## src/sysctl_defs.svh

```systemverilog
`ifndef SYSCTL_DEFS_SVH
`define SYSCTL_DEFS_SVH

// register byte offsets on the bus
`define OFF_RST_CTRL 12'h000
`define OFF_LP_CTRL 12'h004

// reset and byte-order control fields
`define KEY_MSB 31
`define KEY_LSB 16
`define KEY_VALUE 16'h05fa
`define ORDER_BIT 15
`define RST_REQ_BIT 2
`define DBG_CLR_BIT 1

// low-power entry control fields
`define SOP_BIT 4
`define DEEP_BIT 2
`define EXIT_BIT 1

// reset values
`define SOP_RST 1'b0
`define DEEP_RST 1'b0
`define EXIT_RST 1'b0

// number of interrupt lines watched
`define NUM_IRQ 8

`endif

```

## src/sysctl_pkg.sv

```systemverilog
package sysctl_pkg;

	// apb request from the master
	typedef struct packed {
		logic psel;
		logic penable;
		logic pwrite;
		logic [11:0] paddr;
		logic [31:0] pwdata;
	} apb_req_type;

	// apb answer to the master
	typedef struct packed {
		logic pready;
		logic pslverr;
		logic [31:0] prdata;
	} apb_rsp_type;

	// core power state
	typedef enum logic [1:0] {
		PWR_RUN = 2'b00,
		PWR_SLEEP = 2'b01,
		PWR_WAIT_EVT = 2'b10
	} power_state_type;

endpackage

```

## src/wake_event_detect.sv

```systemverilog
`timescale 1ns/1ps
`default_nettype none
`include "sysctl_defs.svh"

module wake_event_detect (
	// clock and reset
	input wire logic clk_i,
	input wire logic rst_n_i,
	// interrupt state
	input wire logic [`NUM_IRQ-1:0] irq_pend_i,
	input wire logic [`NUM_IRQ-1:0] irq_en_i,
	// wake terms
	output logic en_new_o,
	output logic any_new_o,
	output logic en_pend_o
);

	logic [`NUM_IRQ-1:0] prev_reg; // pending state one cycle ago
	logic [`NUM_IRQ-1:0] rise; // line just entered pending

	////////////////////////////////////////////////////////////////
	// per-line edge detect: only the entry into pending is an event
	genvar g;
	generate
		for (g = 0; g < `NUM_IRQ; g = g + 1) begin : g_line
			always_ff @(posedge clk_i or negedge rst_n_i) begin
				if (!rst_n_i) begin
					prev_reg[g] <= 1'b0;
				end else begin
					prev_reg[g] <= irq_pend_i[g];
				end
			end
			assign rise[g] = irq_pend_i[g] & ~prev_reg[g];
		end
	endgenerate

	// enabled lines only, or every line
	assign en_new_o = |(rise & irq_en_i);
	assign any_new_o = |rise;
	assign en_pend_o = |(irq_pend_i & irq_en_i);

endmodule // wake_event_detect
`default_nettype wire

```

## src/system_reset_and_sleep_control.sv

```systemverilog
// Added by the designer: the register addresses and the APB slave port.
`timescale 1ns/1ps
`default_nettype none
`include "sysctl_defs.svh"

module system_reset_and_sleep_control #(
	parameter logic BYTE_ORDER = 1'b0 // 0 little, 1 big
) (
	// clock and reset
	input wire logic clk_i,
	input wire logic rst_n_i,
	// apb slave
	input wire sysctl_pkg::apb_req_type apb_req_i,
	output wire sysctl_pkg::apb_rsp_type apb_rsp_o,
	// processor instruction strobes
	input wire logic wfi_exec_i,
	input wire logic wait_for_event_exec_i,
	input wire logic send_event_exec_i,
	input wire logic exc_return_thread_i,
	// event and interrupt sources
	input wire logic evt_in_i,
	input wire logic [`NUM_IRQ-1:0] irq_pend_i,
	input wire logic [`NUM_IRQ-1:0] irq_en_i,
	// power and reset outputs
	output wire logic sys_reset_req_o,
	output wire logic sleeping_o,
	output wire logic deep_sleep_o,
	output wire logic wake_o,
	output wire logic event_latched_o
);

	import sysctl_pkg::*;

	////////////////////////////////////////////////////////////////
	// declarations

	apb_rsp_type rsp_reg; // registered bus answer
	logic sop_reg; // send_on_pending
	logic deep_reg; // deep_sleep_select
	logic exit_reg; // sleep_on_handler_return
	logic rst_req_reg; // system_reset_request held until reset
	power_state_type state_reg; // current power state
	power_state_type state_next;
	logic sleeping_reg; // mirrors state, output copy
	logic deep_out_reg; // deep sleep level chosen at entry
	logic deep_out_next;
	logic wake_reg; // one-cycle wake pulse
	logic wake_next;
	logic latch_reg; // event remembered for next wait
	logic latch_next;

	logic setup; // first cycle of a transfer
	logic access; // completing cycle of a transfer
	logic hit_rst; // reset control addressed
	logic hit_lp; // low-power control addressed
	logic wr_rst; // write to reset control completes
	logic wr_lp; // write to low-power control completes
	logic key_ok; // write key matches
	logic [31:0] rd_data; // read mux output

	logic en_new; // enabled interrupt entered pending
	logic any_new; // any interrupt entered pending
	logic en_pend; // some enabled interrupt is pending
	logic evt_now; // wake event raised this cycle

	////////////////////////////////////////////////////////////////
	// outputs come straight from flops

	assign apb_rsp_o = rsp_reg;
	assign sys_reset_req_o = rst_req_reg;
	assign sleeping_o = sleeping_reg;
	assign deep_sleep_o = deep_out_reg;
	assign wake_o = wake_reg;
	assign event_latched_o = latch_reg;

	////////////////////////////////////////////////////////////////
	// bus decode

	assign setup = apb_req_i.psel & ~apb_req_i.penable;
	assign access = apb_req_i.psel & apb_req_i.penable & rsp_reg.pready;
	assign hit_rst = apb_req_i.paddr == `OFF_RST_CTRL;
	assign hit_lp = apb_req_i.paddr == `OFF_LP_CTRL;
	assign key_ok = apb_req_i.pwdata[`KEY_MSB:`KEY_LSB] == `KEY_VALUE;
	// unkeyed writes to reset control are dropped whole; low-power writes need no key
	assign wr_rst = access & apb_req_i.pwrite & hit_rst & key_ok;
	assign wr_lp = access & apb_req_i.pwrite & hit_lp;

	// read mux: key field, reserved and write-only bits give zero
	always_comb begin
		rd_data = 32'h0000_0000;
		if (hit_rst) begin
			rd_data[`ORDER_BIT] = BYTE_ORDER;
		end else if (hit_lp) begin
			rd_data[`SOP_BIT] = sop_reg;
			rd_data[`DEEP_BIT] = deep_reg;
			rd_data[`EXIT_BIT] = exit_reg;
		end
	end

	// answer one cycle after setup; zero wait states, so the master
	// never stalls, at the price of a registered read path
	always_ff @(posedge clk_i or negedge rst_n_i) begin
		if (!rst_n_i) begin
			rsp_reg <= '0;
		end else if (setup) begin
			rsp_reg.pready <= 1'b1;
			rsp_reg.pslverr <= ~(hit_rst | hit_lp);
			rsp_reg.prdata <= apb_req_i.pwrite ? 32'h0000_0000 : rd_data;
		end else begin
			rsp_reg <= '0;
		end
	end

	////////////////////////////////////////////////////////////////
	// reset control register

	// the request stays up until the system reset clears it;
	// writing 0 and the debug bit have no effect
	always_ff @(posedge clk_i or negedge rst_n_i) begin
		if (!rst_n_i) begin
			rst_req_reg <= 1'b0;
		end else if (wr_rst & apb_req_i.pwdata[`RST_REQ_BIT]) begin
			rst_req_reg <= 1'b1;
		end
	end

	////////////////////////////////////////////////////////////////
	// low-power entry control register

	// only defined bits are stored
	always_ff @(posedge clk_i or negedge rst_n_i) begin
		if (!rst_n_i) begin
			sop_reg <= `SOP_RST;
			deep_reg <= `DEEP_RST;
			exit_reg <= `EXIT_RST;
		end else if (wr_lp) begin
			sop_reg <= apb_req_i.pwdata[`SOP_BIT];
			deep_reg <= apb_req_i.pwdata[`DEEP_BIT];
			exit_reg <= apb_req_i.pwdata[`EXIT_BIT];
		end
	end

	////////////////////////////////////////////////////////////////
	// wake sources

	wake_event_detect u_detect (
		.clk_i(clk_i),
		.rst_n_i(rst_n_i),
		.irq_pend_i(irq_pend_i),
		.irq_en_i(irq_en_i),
		.en_new_o(en_new),
		.any_new_o(any_new),
		.en_pend_o(en_pend)
	);

	// disabled lines count only with send_on_pending set
	// entry into pending and send-event raise the event
	// a line that is already pending raises nothing new, so a level
	// held high cannot end a wait-for-event over and over
	assign evt_now = evt_in_i | send_event_exec_i | en_new
		| (sop_reg & any_new);

	////////////////////////////////////////////////////////////////
	// power state machine

	// priority when strobes coincide: wait-for-event, then
	// wait-for-interrupt, then return to thread mode
	always_comb begin
		state_next = state_reg;
		latch_next = latch_reg;
		wake_next = 1'b0;
		deep_out_next = deep_out_reg;
		unique case (state_reg)
			PWR_RUN: begin
				if (wait_for_event_exec_i) begin
					if (latch_reg) begin
						// consume the stored event; a new one is kept
						latch_next = evt_now;
						wake_next = 1'b1;
					end else if (evt_now) begin
						wake_next = 1'b1; // completes at once
					end else begin
						state_next = PWR_WAIT_EVT;
						deep_out_next = deep_reg;
					end
				end else if (wfi_exec_i) begin
					state_next = PWR_SLEEP;
					deep_out_next = deep_reg;
				end else if (exc_return_thread_i & exit_reg) begin
					state_next = PWR_SLEEP;
					deep_out_next = deep_reg;
				end
				if (!wait_for_event_exec_i && evt_now) begin
					latch_next = 1'b1;
				end
			end
			PWR_SLEEP: begin
				// interrupt sleep leaves on enabled pending lines only
				if (en_pend) begin
					state_next = PWR_RUN;
					wake_next = 1'b1;
					deep_out_next = 1'b0;
				end
				if (evt_now) begin
					latch_next = 1'b1;
				end
			end
			PWR_WAIT_EVT: begin
				// the event is spent on the wake, not stored
				if (evt_now) begin
					state_next = PWR_RUN;
					wake_next = 1'b1;
					deep_out_next = 1'b0;
				end
			end
			default: begin
				// illegal code: return to run
				state_next = PWR_RUN;
				deep_out_next = 1'b0;
			end
		endcase
	end

	// state and its output copies
	always_ff @(posedge clk_i or negedge rst_n_i) begin
		if (!rst_n_i) begin
			state_reg <= PWR_RUN;
			sleeping_reg <= 1'b0;
			deep_out_reg <= 1'b0;
		end else begin
			state_reg <= state_next;
			sleeping_reg <= state_next != PWR_RUN;
			deep_out_reg <= deep_out_next;
		end
	end

	// event latch and wake pulse
	always_ff @(posedge clk_i or negedge rst_n_i) begin
		if (!rst_n_i) begin
			latch_reg <= 1'b0;
			wake_reg <= 1'b0;
		end else begin
			latch_reg <= latch_next;
			wake_reg <= wake_next;
		end
	end
endmodule // system_reset_and_sleep_control
`default_nettype wire

```

## config.mk

```make
export PLATFORM = sky130hd
export DESIGN_NAME = system_reset_and_sleep_control
export DESIGN_NICKNAME = d
export VERILOG_FILES = /design/src/sysctl_pkg.sv /design/src/wake_event_detect.sv /design/src/system_reset_and_sleep_control.sv
export VERILOG_INCLUDE_DIRS = /design/src
export SDC_FILE = /design/constraint.sdc
export NUM_CORES = 1
export LEC_CHECK = 0
export BUFFER_PORTS_ARGS = -buffer_cell sky130_fd_sc_hd__buf_2
export CORE_MARGIN = 10
export CORE_UTILIZATION = 39
export CTS_BUF_LIST = sky130_fd_sc_hd__clkbuf_8 sky130_fd_sc_hd__clkbuf_16
export CTS_CLUSTER_SIZE = 40
export DETAILED_ROUTE_END_ITERATION = 16
export PLACE_DENSITY = 0.8
export SYNTH_ARGS = -nofsm -noshare
export SYNTH_HDL_FRONTEND = slang
export SYNTH_SLANG_ARGS = --single-unit
```

## constraint.sdc

```tcl
create_clock -name clk_i -period 1.9 [get_ports clk_i]
set_input_delay 0 -clock clk_i [delete_from_list [all_inputs] [get_ports clk_i]]
set_output_delay 0 -clock clk_i [all_outputs]
set_load 0.1 [all_outputs]
```

-- Word level (Yosys, flattened, before mapping)
Cells that the tools add are included.
- bits in registers: 52
- input bits: 70
- output and inout bits: 39
- logic and storage cells: 108
- eq/ne operators: 11
- multiplexer cells: 32
- bitwise operators: 34
- reductions and logical operators: 11
- operator list (kind ; number):
    34-bit two-way mux ; 1
    8-bit OR reduction ; 3
    1-bit AND ; 18
    2-bit two-way mux ; 9
    1-bit two-way mux ; 17
    8-bit AND ; 2
    16-bit by 11-bit equality test with 1-bit output, second input constant ; 1
    12-bit by 3-bit equality test with 1-bit output, second input constant ; 1
    12-bit logical NOT ; 1
    1-bit inverter ; 10
    3-bit inequality test, second input constant ; 3
    2-bit inequality test, second input constant ; 3
    1-bit one-hot mux with 3 select lines ; 2
    2-bit one-hot mux with 3 select lines ; 1
    5-bit two-way mux ; 1
    5-bit AND reduction ; 1
    4-bit inequality test, second input constant ; 1
    1-bit bitwise OR ; 4
    2-bit nonzero test ; 2
    3-bit AND reduction ; 1
    2-bit by 1-bit equality test with 1-bit output, second input constant ; 1
    2-bit equality test, second input constant ; 1
    2-bit logical NOT ; 1
    1-bit one-hot mux with 2 select lines ; 1
    other kinds (2) ; 2

-- Logic depth before layout (Yosys ltp)
Gate-level depths: netlist of run 1.
- depth in word-level cells: 11
- depth in mapped cells: 6
- mapped depth without buffers: 6

-- By module
Synthesis of run 1 repeated with hierarchy kept, for this count alone.
- cell total of the unflattened synthesis: 128
- area total of the unflattened synthesis: 1332.5 um^2
- modules (own cells, without submodules) (module ; instances ; cells each ; area an instance (um^2) ; seq. area each (um^2)):
    system_reset_and_sleep_control ; 1 ; 96 ; 953.4 ; 375.4
    wake_event_detect ; 1 ; 32 ; 379.1 ; 200.2

-- Least setup slack after synthesis of run 1
Ideal clock, no wire load.
- kind: flip-flop to flip-flop
- from: reg latch_reg (netlist: event_latched_o)
- to: reg deep_out_reg (netlist: deep_sleep_o)
- setup time: 126 ps
- arrival time: 1755 ps
- data required time: 1774 ps
- setup slack: 18 ps
- cell stages (with the launch flop): 6
- path buffers: 0
- clock period less this slack: 1882 ps
- cells stage by stage: dfrtp_1 > mux2i_1 > a21oi_1 > o21ai_1 > and3b_1 > mux2_4
- longest elaborated chain between the ends: 2
- RTL lines (what ; RTL line ; text):
    start: declaration ; system_reset_and_sleep_control.sv:49 ; logic latch_reg;
    start signal: assignment ; system_reset_and_sleep_control.sv:243 ; latch_reg <= latch_next;
    3-bit inequality test (no line) ; -- ;
    5-bit AND reduction (no line) ; -- ;
    end signal: assignment ; system_reset_and_sleep_control.sv:233 ; deep_out_reg <= deep_out_next;
    end: declaration ; system_reset_and_sleep_control.sv:45 ; logic deep_out_reg;
Every way passes these cells.
A chain may end at the register's enable or synchronous reset.

-- Final worst setup path of run 1
- from: in irq_pend_i[1]
- to: reg deep_out_reg (netlist: deep_sleep_o)
- longest elaborated chain between the ends: 7
- elaborated cells on any way between the ends: 13
- classes of those cells: 3 x eq/ne; 6 x bitwise; 4 x reduce/logical
- RTL lines (what ; RTL line ; text):
    start: declaration ; system_reset_and_sleep_control.sv:22 ; input wire logic [`NUM_IRQ-1:0] irq_pend_i,
    1-bit AND ; wake_event_detect.sv:33 ; assign rise[g] = irq_pend_i[g] & ~prev_reg[g];
    8-bit AND ; wake_event_detect.sv:38 ; assign en_new_o = |(rise & irq_en_i);
    8-bit OR reduction ; wake_event_detect.sv:38 ;
    1-bit bitwise OR ; system_reset_and_sleep_control.sv:160 ; assign evt_now = evt_in_i | send_event_exec_i | en_new
    1-bit bitwise OR ; system_reset_and_sleep_control.sv:161 ; | (sop_reg & any_new);
    3-bit inequality test (no line) or 2-bit inequality test (tied branches) ; -- ;
    5-bit AND reduction (no line) (*) ; -- ;
Mark *: on every way between the ends. The rest lies on a longest branch, timed or not.

==> results of run 1 <==
==> area by class of cell <==
| cell class | instances | area [um2] | area share |
|---|---|---|---|
| Clock inverter | 1 | 5.00 | 0.00277 |
| Sequential cell | 23 | 576 | 0.319 |
| Clock buffer | 3 | 41.3 | 0.0229 |
| Multi-Input combinational cell | 100 | 604 | 0.335 |
| Timing Repair Buffer | 81 | 480 | 0.266 |
| Tap cell | 46 | 57.6 | 0.0319 |
| Inverter | 11 | 41.3 | 0.0229 |
==> stage by stage <==
stage                     setup WS [ns]  power [mW]  utilization  instances  hold slack [ns]
after floorplan                  0.0184       0.926            -        164           -0.296
after global placement            0.248       0.971        0.482        246        0.0000575
after detailed placement          0.239       0.975        0.482        246          0.00344
after CTS                         0.188        1.30        0.541        265           0.0384
after global routing             0.0358        1.35        0.541        265           0.0755
final                             0.171        1.29        0.541        265           0.0453
==> timing repair <==
action	CTS	global route
gates resized for setup	0	0
endpoints found under the hold margin	36	0
hold buffers	15	0
setup endpoints to repair	0	0
==> kinds of logic after synthesis <==
| logic type | count (synthesis) |
|---|---|
| flip-flops | 23 |
| AO/OA/AOI/OAI | 23 |
| buffers and inverters | 41 |
| multiplexers | 5 |
| AND/OR/NAND/NOR | 43 |
| other | 1 |
==> routing by layer <==
metal / GRT usage / share of wire / vias up
met5: 0 / 0 / -
met4: 0.0179 / 0.0058 / 0
met3: 0.0541 / 0.088 / 4
met2: 0.209 / 0.56 / 46
met1: 0.102 / 0.35 / 518
li1: - / - / 587
==> placed cells by master, fill, tap and decap left out, types with 3 or more instances in the layout <==
cell type / instances
dfrtp_1: 23
nand2_1: 7
inv_1: 11
mux2_2: 3
clkbuf_8: 3
a21oi_1: 5
nor2_1: 6
conb_1: 29
nand4_1: 3
nand3b_1: 4
nor3_1: 3
and2_1: 3
o21ai_0: 4
nand2b_1: 4
buf_2: 66
dlygate4sd3_1: 15
==> how the worst max path moves through the flow <==
stage	startpoint	slack, ns	cells past startpoint	to
final	irq_pend_i[1]	0.17	8	deep_sleep_o$_DFFE_PN0P_
after global routing	irq_pend_i[3]	0.04	8	deep_sleep_o$_DFFE_PN0P_
after CTS	irq_pend_i[2]	0.19	8	deep_sleep_o$_DFFE_PN0P_
after detailed placement	u_detect.prev_reg[3]$_DFF_PN0_	0.24	6	deep_sleep_o$_DFFE_PN0P_
after global placement	u_detect.prev_reg[3]$_DFF_PN0_	0.25	6	deep_sleep_o$_DFFE_PN0P_
after floorplan	event_latched_o$_DFFE_PN0P_	0.02	5	deep_sleep_o$_DFFE_PN0P_
==> synth_stat cells (all sizes together) (2+ instances only) <==
cell type,n
o2111ai,2
nand3b,4
nand2b,4
inv,11
and4,2
nor3,4
and2,3
dfrtp,23
nor3b,2
o22ai,2
nor2,6
nand4,3
mux2,4
buf,29
a21oi,5
o21ai,5
nor4b,2
nand2,7
nor4,3
==> report_power, final <==
group | total (mW) | internal, mW | switching, mW
combinational | 0.475 | 0.0965 | 0.378
sequential | 0.514 | 0.506 | 0.00785
clock | 0.298 | 0.146 | 0.152
==> critical path: cells and delay by family <==
family | cells | cell delay (ns)
AND/OR/NAND/NOR | 2 | 0.46
buffers and inverters | 2 | 0.66
AO/OA/AOI/OAI | 3 | 0.46
multiplexers | 1 | 0.29
==> qor.yml, run 1 <==
status: "complete, no violations"
clock-root-buffer: "clkbuf_8"
grt_max_degree: 24
synthXorXnorAreaFrac: 0
grt_pass1_wl_mm: 5.58
antenna_found_initial: 0
die_y_um: 78.8
crit_chain: "dlygate4sd3_1 > buf_2 > a22o_1 > a221oi_2 > and4_1 > o21ai_1 > and3b_1 > mux2_4"
grt_pass1_vias: 1258
r2r_start: "u_detect.prev_reg[3]$_DFF_PN0_"
yosysSeqAreaShare: 0.427
crit_type: "in2reg"
die_area_mm2: 0.00621
cpPeakStageDelay_ns: 0.52
cts_buffers: 3
viasPerCell: 4.36
whs_path_depth: 3
clk_path_buf_depth: 2
vias: 1155
core_area_mm2: 0.00334
placed_area_mm2: 0.00161
ant_nets: 0
min_period_ns: 1.73
crit_arrival_ns: 1.88
rows: 21
ys.flop_type: "dfrtp_1"
cp_max_fo: 4
start_kind: "input port"
async_reset_ff_frac: 1.00
end_kind: "register"
fill_cells: 310
peakVddDrop_v: 0.000529
powerDensity_mw_per_mm2: 713
synth_area_leaders: "dfrtp_1 43%, buf_4 16%, inv_1 3.1%, mux2_2 2.5%, nand3b_1 2.2%"
cts.htree.levels: 1
synthMuxAreaShare: 0.0436
initial_core_util: 0.404
dr.first_iter.drc_count: 38
grt.total_usage: 0.109
reg2reg_depth: 6
die_x_um: 78.8
synth_top_family_by_area: "buffers and inverters"
max_freq_mhz: 578
hp-class: "in2reg"
ys_ff_latch: 23
port_buffers: 66
yosys.area.top_type_share: 0.427
clkTransAtPathRegs_ns: 0.08
synth_top_area_cell: "dfrtp_1"
diodes: 0
insertion_delay_ns: 0.26
cts_setup_buffers: 0
io_pins: 109
tns_ns: 0
final_hold_viol_count: 0
cp_slowest_cell: "dlygate4sd3_1"
synth_cell_type_count: 38
dp_hpwl_mm: 2.94
critPathRequiredTime_ns: 2.05
tritoncts: "built"
final-setup-viol-count: 0
slew_violations: 0
largest_register_ffs: 8
syn_area_per_cell_um2: 9.91
final_area_mm2: 0.00181
area_growth_pct: 34.0
netlist_area_mm2: 0.00135
clock_sinks: 23
synth_compound_area_frac: 0.123
rrSetupSlack_ns: 0.24
wl_per_cell_um: 13.1
drive_gt1_frac: 0.370
synth_edf_count: 0
drv_cap: 0
r2r_end: "deep_sleep_o$_DFFE_PN0P_"
drtPass1Iterations: 4
skew_ns: 0.000918
overflow: 0
synthAdderAreaFrac: 0
synthSimpleGateAreaFrac: 0.201
final_nets: 290
globalplace.congestion: 0.826
p_leak_nw: 0.954
post-route-period-util: 0.910
drc: 0
min_to: "apb_rsp_o[33]$_DFF_PN0_"
hp-start: "apb_req_i[45]"
synth_warnings: 0
rsz0062_at_grt: "false"
routed_wl_mm: 3.48
netlist_instances: 136
(Power assumes the default switching activity.)
==> inputs of run 2 (changes only) <==
- CELL_PAD_IN_SITES_DETAIL_PLACEMENT: default -> 0
- CELL_PAD_IN_SITES_GLOBAL_PLACEMENT: default -> 2
- CORE_UTILIZATION: 39 -> 20
- PLACE_DENSITY: 0.8 -> default
- PLACE_DENSITY_LB_ADDON: default -> 0.1
- clock period: 1.9 -> 1.6 ns (I/O delays scaled with it)
==> qor.yml, run 2 (synthesis results as in run 1) <==
status: "complete, but fails checks"
violations: "setup timing"
fill_cells: 695
p_leak_nw: 1.01
die_x_um: 102
drtPass1Iterations: 4
antenna_found_initial: 0
dp_hpwl_mm: 3.60
vias: 1228
die_area_mm2: 0.0104
grt_pass1_wl_mm: 6.98
end_kind: "register"
crit_type: "reg2reg"
min_period_ns: 1.63
viasPerCell: 4.08
final_hold_viol_count: 0
total_power_mw: 1.58
reg2reg_depth: 6
cts.htree.levels: 1
crit_end: "deep_sleep_o$_DFFE_PN0P_"
hp-class: "in2reg"
grt_max_degree: 24
die_y_um: 102
layout_commonest_cell: "buf_2"
dr.first_iter.drc_count: 25
largest_register_ffs: 8
clkTransAtPathRegs_ns: 0.09
final.setup.worst_slack_ns: -0.0346
ant_nets: 0
r2r_end: "deep_sleep_o$_DFFE_PN0P_"
routed_wl_mm: 4.42
io_pins: 109
start_kind: "register"
tns_ns: -0.0346
final_nets: 295
powerDensity_mw_per_mm2: 796
worst_slew_pin_slew_ns: 0.541
core_area_mm2: 0.00646
rrSetupSlack_ns: -0.03
clock_sinks: 23
hp-start: "apb_req_i[45]"
clk_path_buf_depth: 2
overflow: 0
port_buffers: 66
r2r_start: "u_detect.prev_reg[2]$_DFF_PN0_"
drc: 0
tritoncts: "built"
grt_pass1_vias: 1411
startpoint: "u_detect.prev_reg[2]$_DFF_PN0_"
dpl_worst_slack_ns: -0.0862
post-route-period-util: 1.02
drv_cap: 0
globalplace.congestion: 0.726
final-setup-viol-count: 1
rows: 29
skew_ns: 0.00858
drive_gt1_frac: 0.442
diodes: 0
cts_buffers: 3
slew_violations: 0
insertion_delay_ns: 0.26
rsz0062_at_grt: "true"
utilization: 0.307
crit_arrival_ns: 1.79
slew_headroom: 0.640
final_cell_mix: "66 x buf_2, 29 x conb_1, 21 x dfrtp_1, 15 x dlygate4sd3_1, 11 x inv_1"
wl_per_cell_um: 14.7
initial_core_util: 0.209
clock-root-buffer: "clkbuf_8"
finalHoldWorstSlack_ns: 0.0400
critPathRequiredTime_ns: 1.75
grt.total_usage: 0.0837
cp_max_fo: 3
area_growth_pct: 47.4
peakVddDrop_v: 0.000348
max_freq_mhz: 612
## run 2: how the worst min path moves through the flow
stage,to,slack (ns),depth (start not counted)
detailed placement,u_detect.prev_reg[5]$_DFF_PN0_,0.02,1
global route,apb_rsp_o[32]$_DFF_PN0_,0.06,3
global placement,u_detect.prev_reg[6]$_DFF_PN0_,0.01,1
CTS,apb_rsp_o[33]$_DFF_PN0_,0.03,3
floorplan,apb_rsp_o[1]$_DFF_PN0_,-0.30,0
finish,apb_rsp_o[33]$_DFF_PN0_,0.04,3
## run 2: critical path, cell delays in order (launching register included)
cell	delay, ns
dfrtp_1	0.37
nand2b_4	0.16
o221ai_4	0.20
nor3_4	0.08
a211oi_2	0.21
and3b_1	0.21
mux2_4	0.29
## run 2: power breakdown
group          internal [mW]  switching (mW)  total (mW)
sequential             0.602          0.0122       0.614
combinational          0.136           0.475       0.611
clock                  0.173           0.182       0.356
total                  0.911           0.670        1.58
## run 2: final cells by class
type	count	area (um2)	area share
repair buffers	86	518	0.261
inverters	11	41.3	0.0208
clock inverters	1	5.00	0.00252
multi-input cells	100	706	0.355
well taps	77	96.3	0.0485
clock buffers	3	41.3	0.0208
flip-flops and latches	23	578	0.291
## run 2: per-layer routing
layer / share of wire / track usage / vias up / wire length (um)
met5: 0 / 0 / - / 0
met4: 0.0090 / 0.0228 / 0 / 40
met3: 0.11 / 0.0344 / 2 / 469
met2: 0.48 / 0.145 / 61 / 2100
met1: 0.41 / 0.0923 / 572 / 1810
li1: - / - / 593 / -
## run 2: metrics by stage
step,area (um2),std cells
after floorplan,1460,164
after global placement,1660,278
after detailed placement,1660,278
after CTS,1960,301
after global routing,1990,301
final,1990,301
## run 2: timing repair
action	in CTS	in global routing
endpoints found under the setup margin	1	5
pin swaps	5	5
setup buffers	4	0
hold endpoints to repair	36	0
hold buffers	15	0
resized for setup	12	5
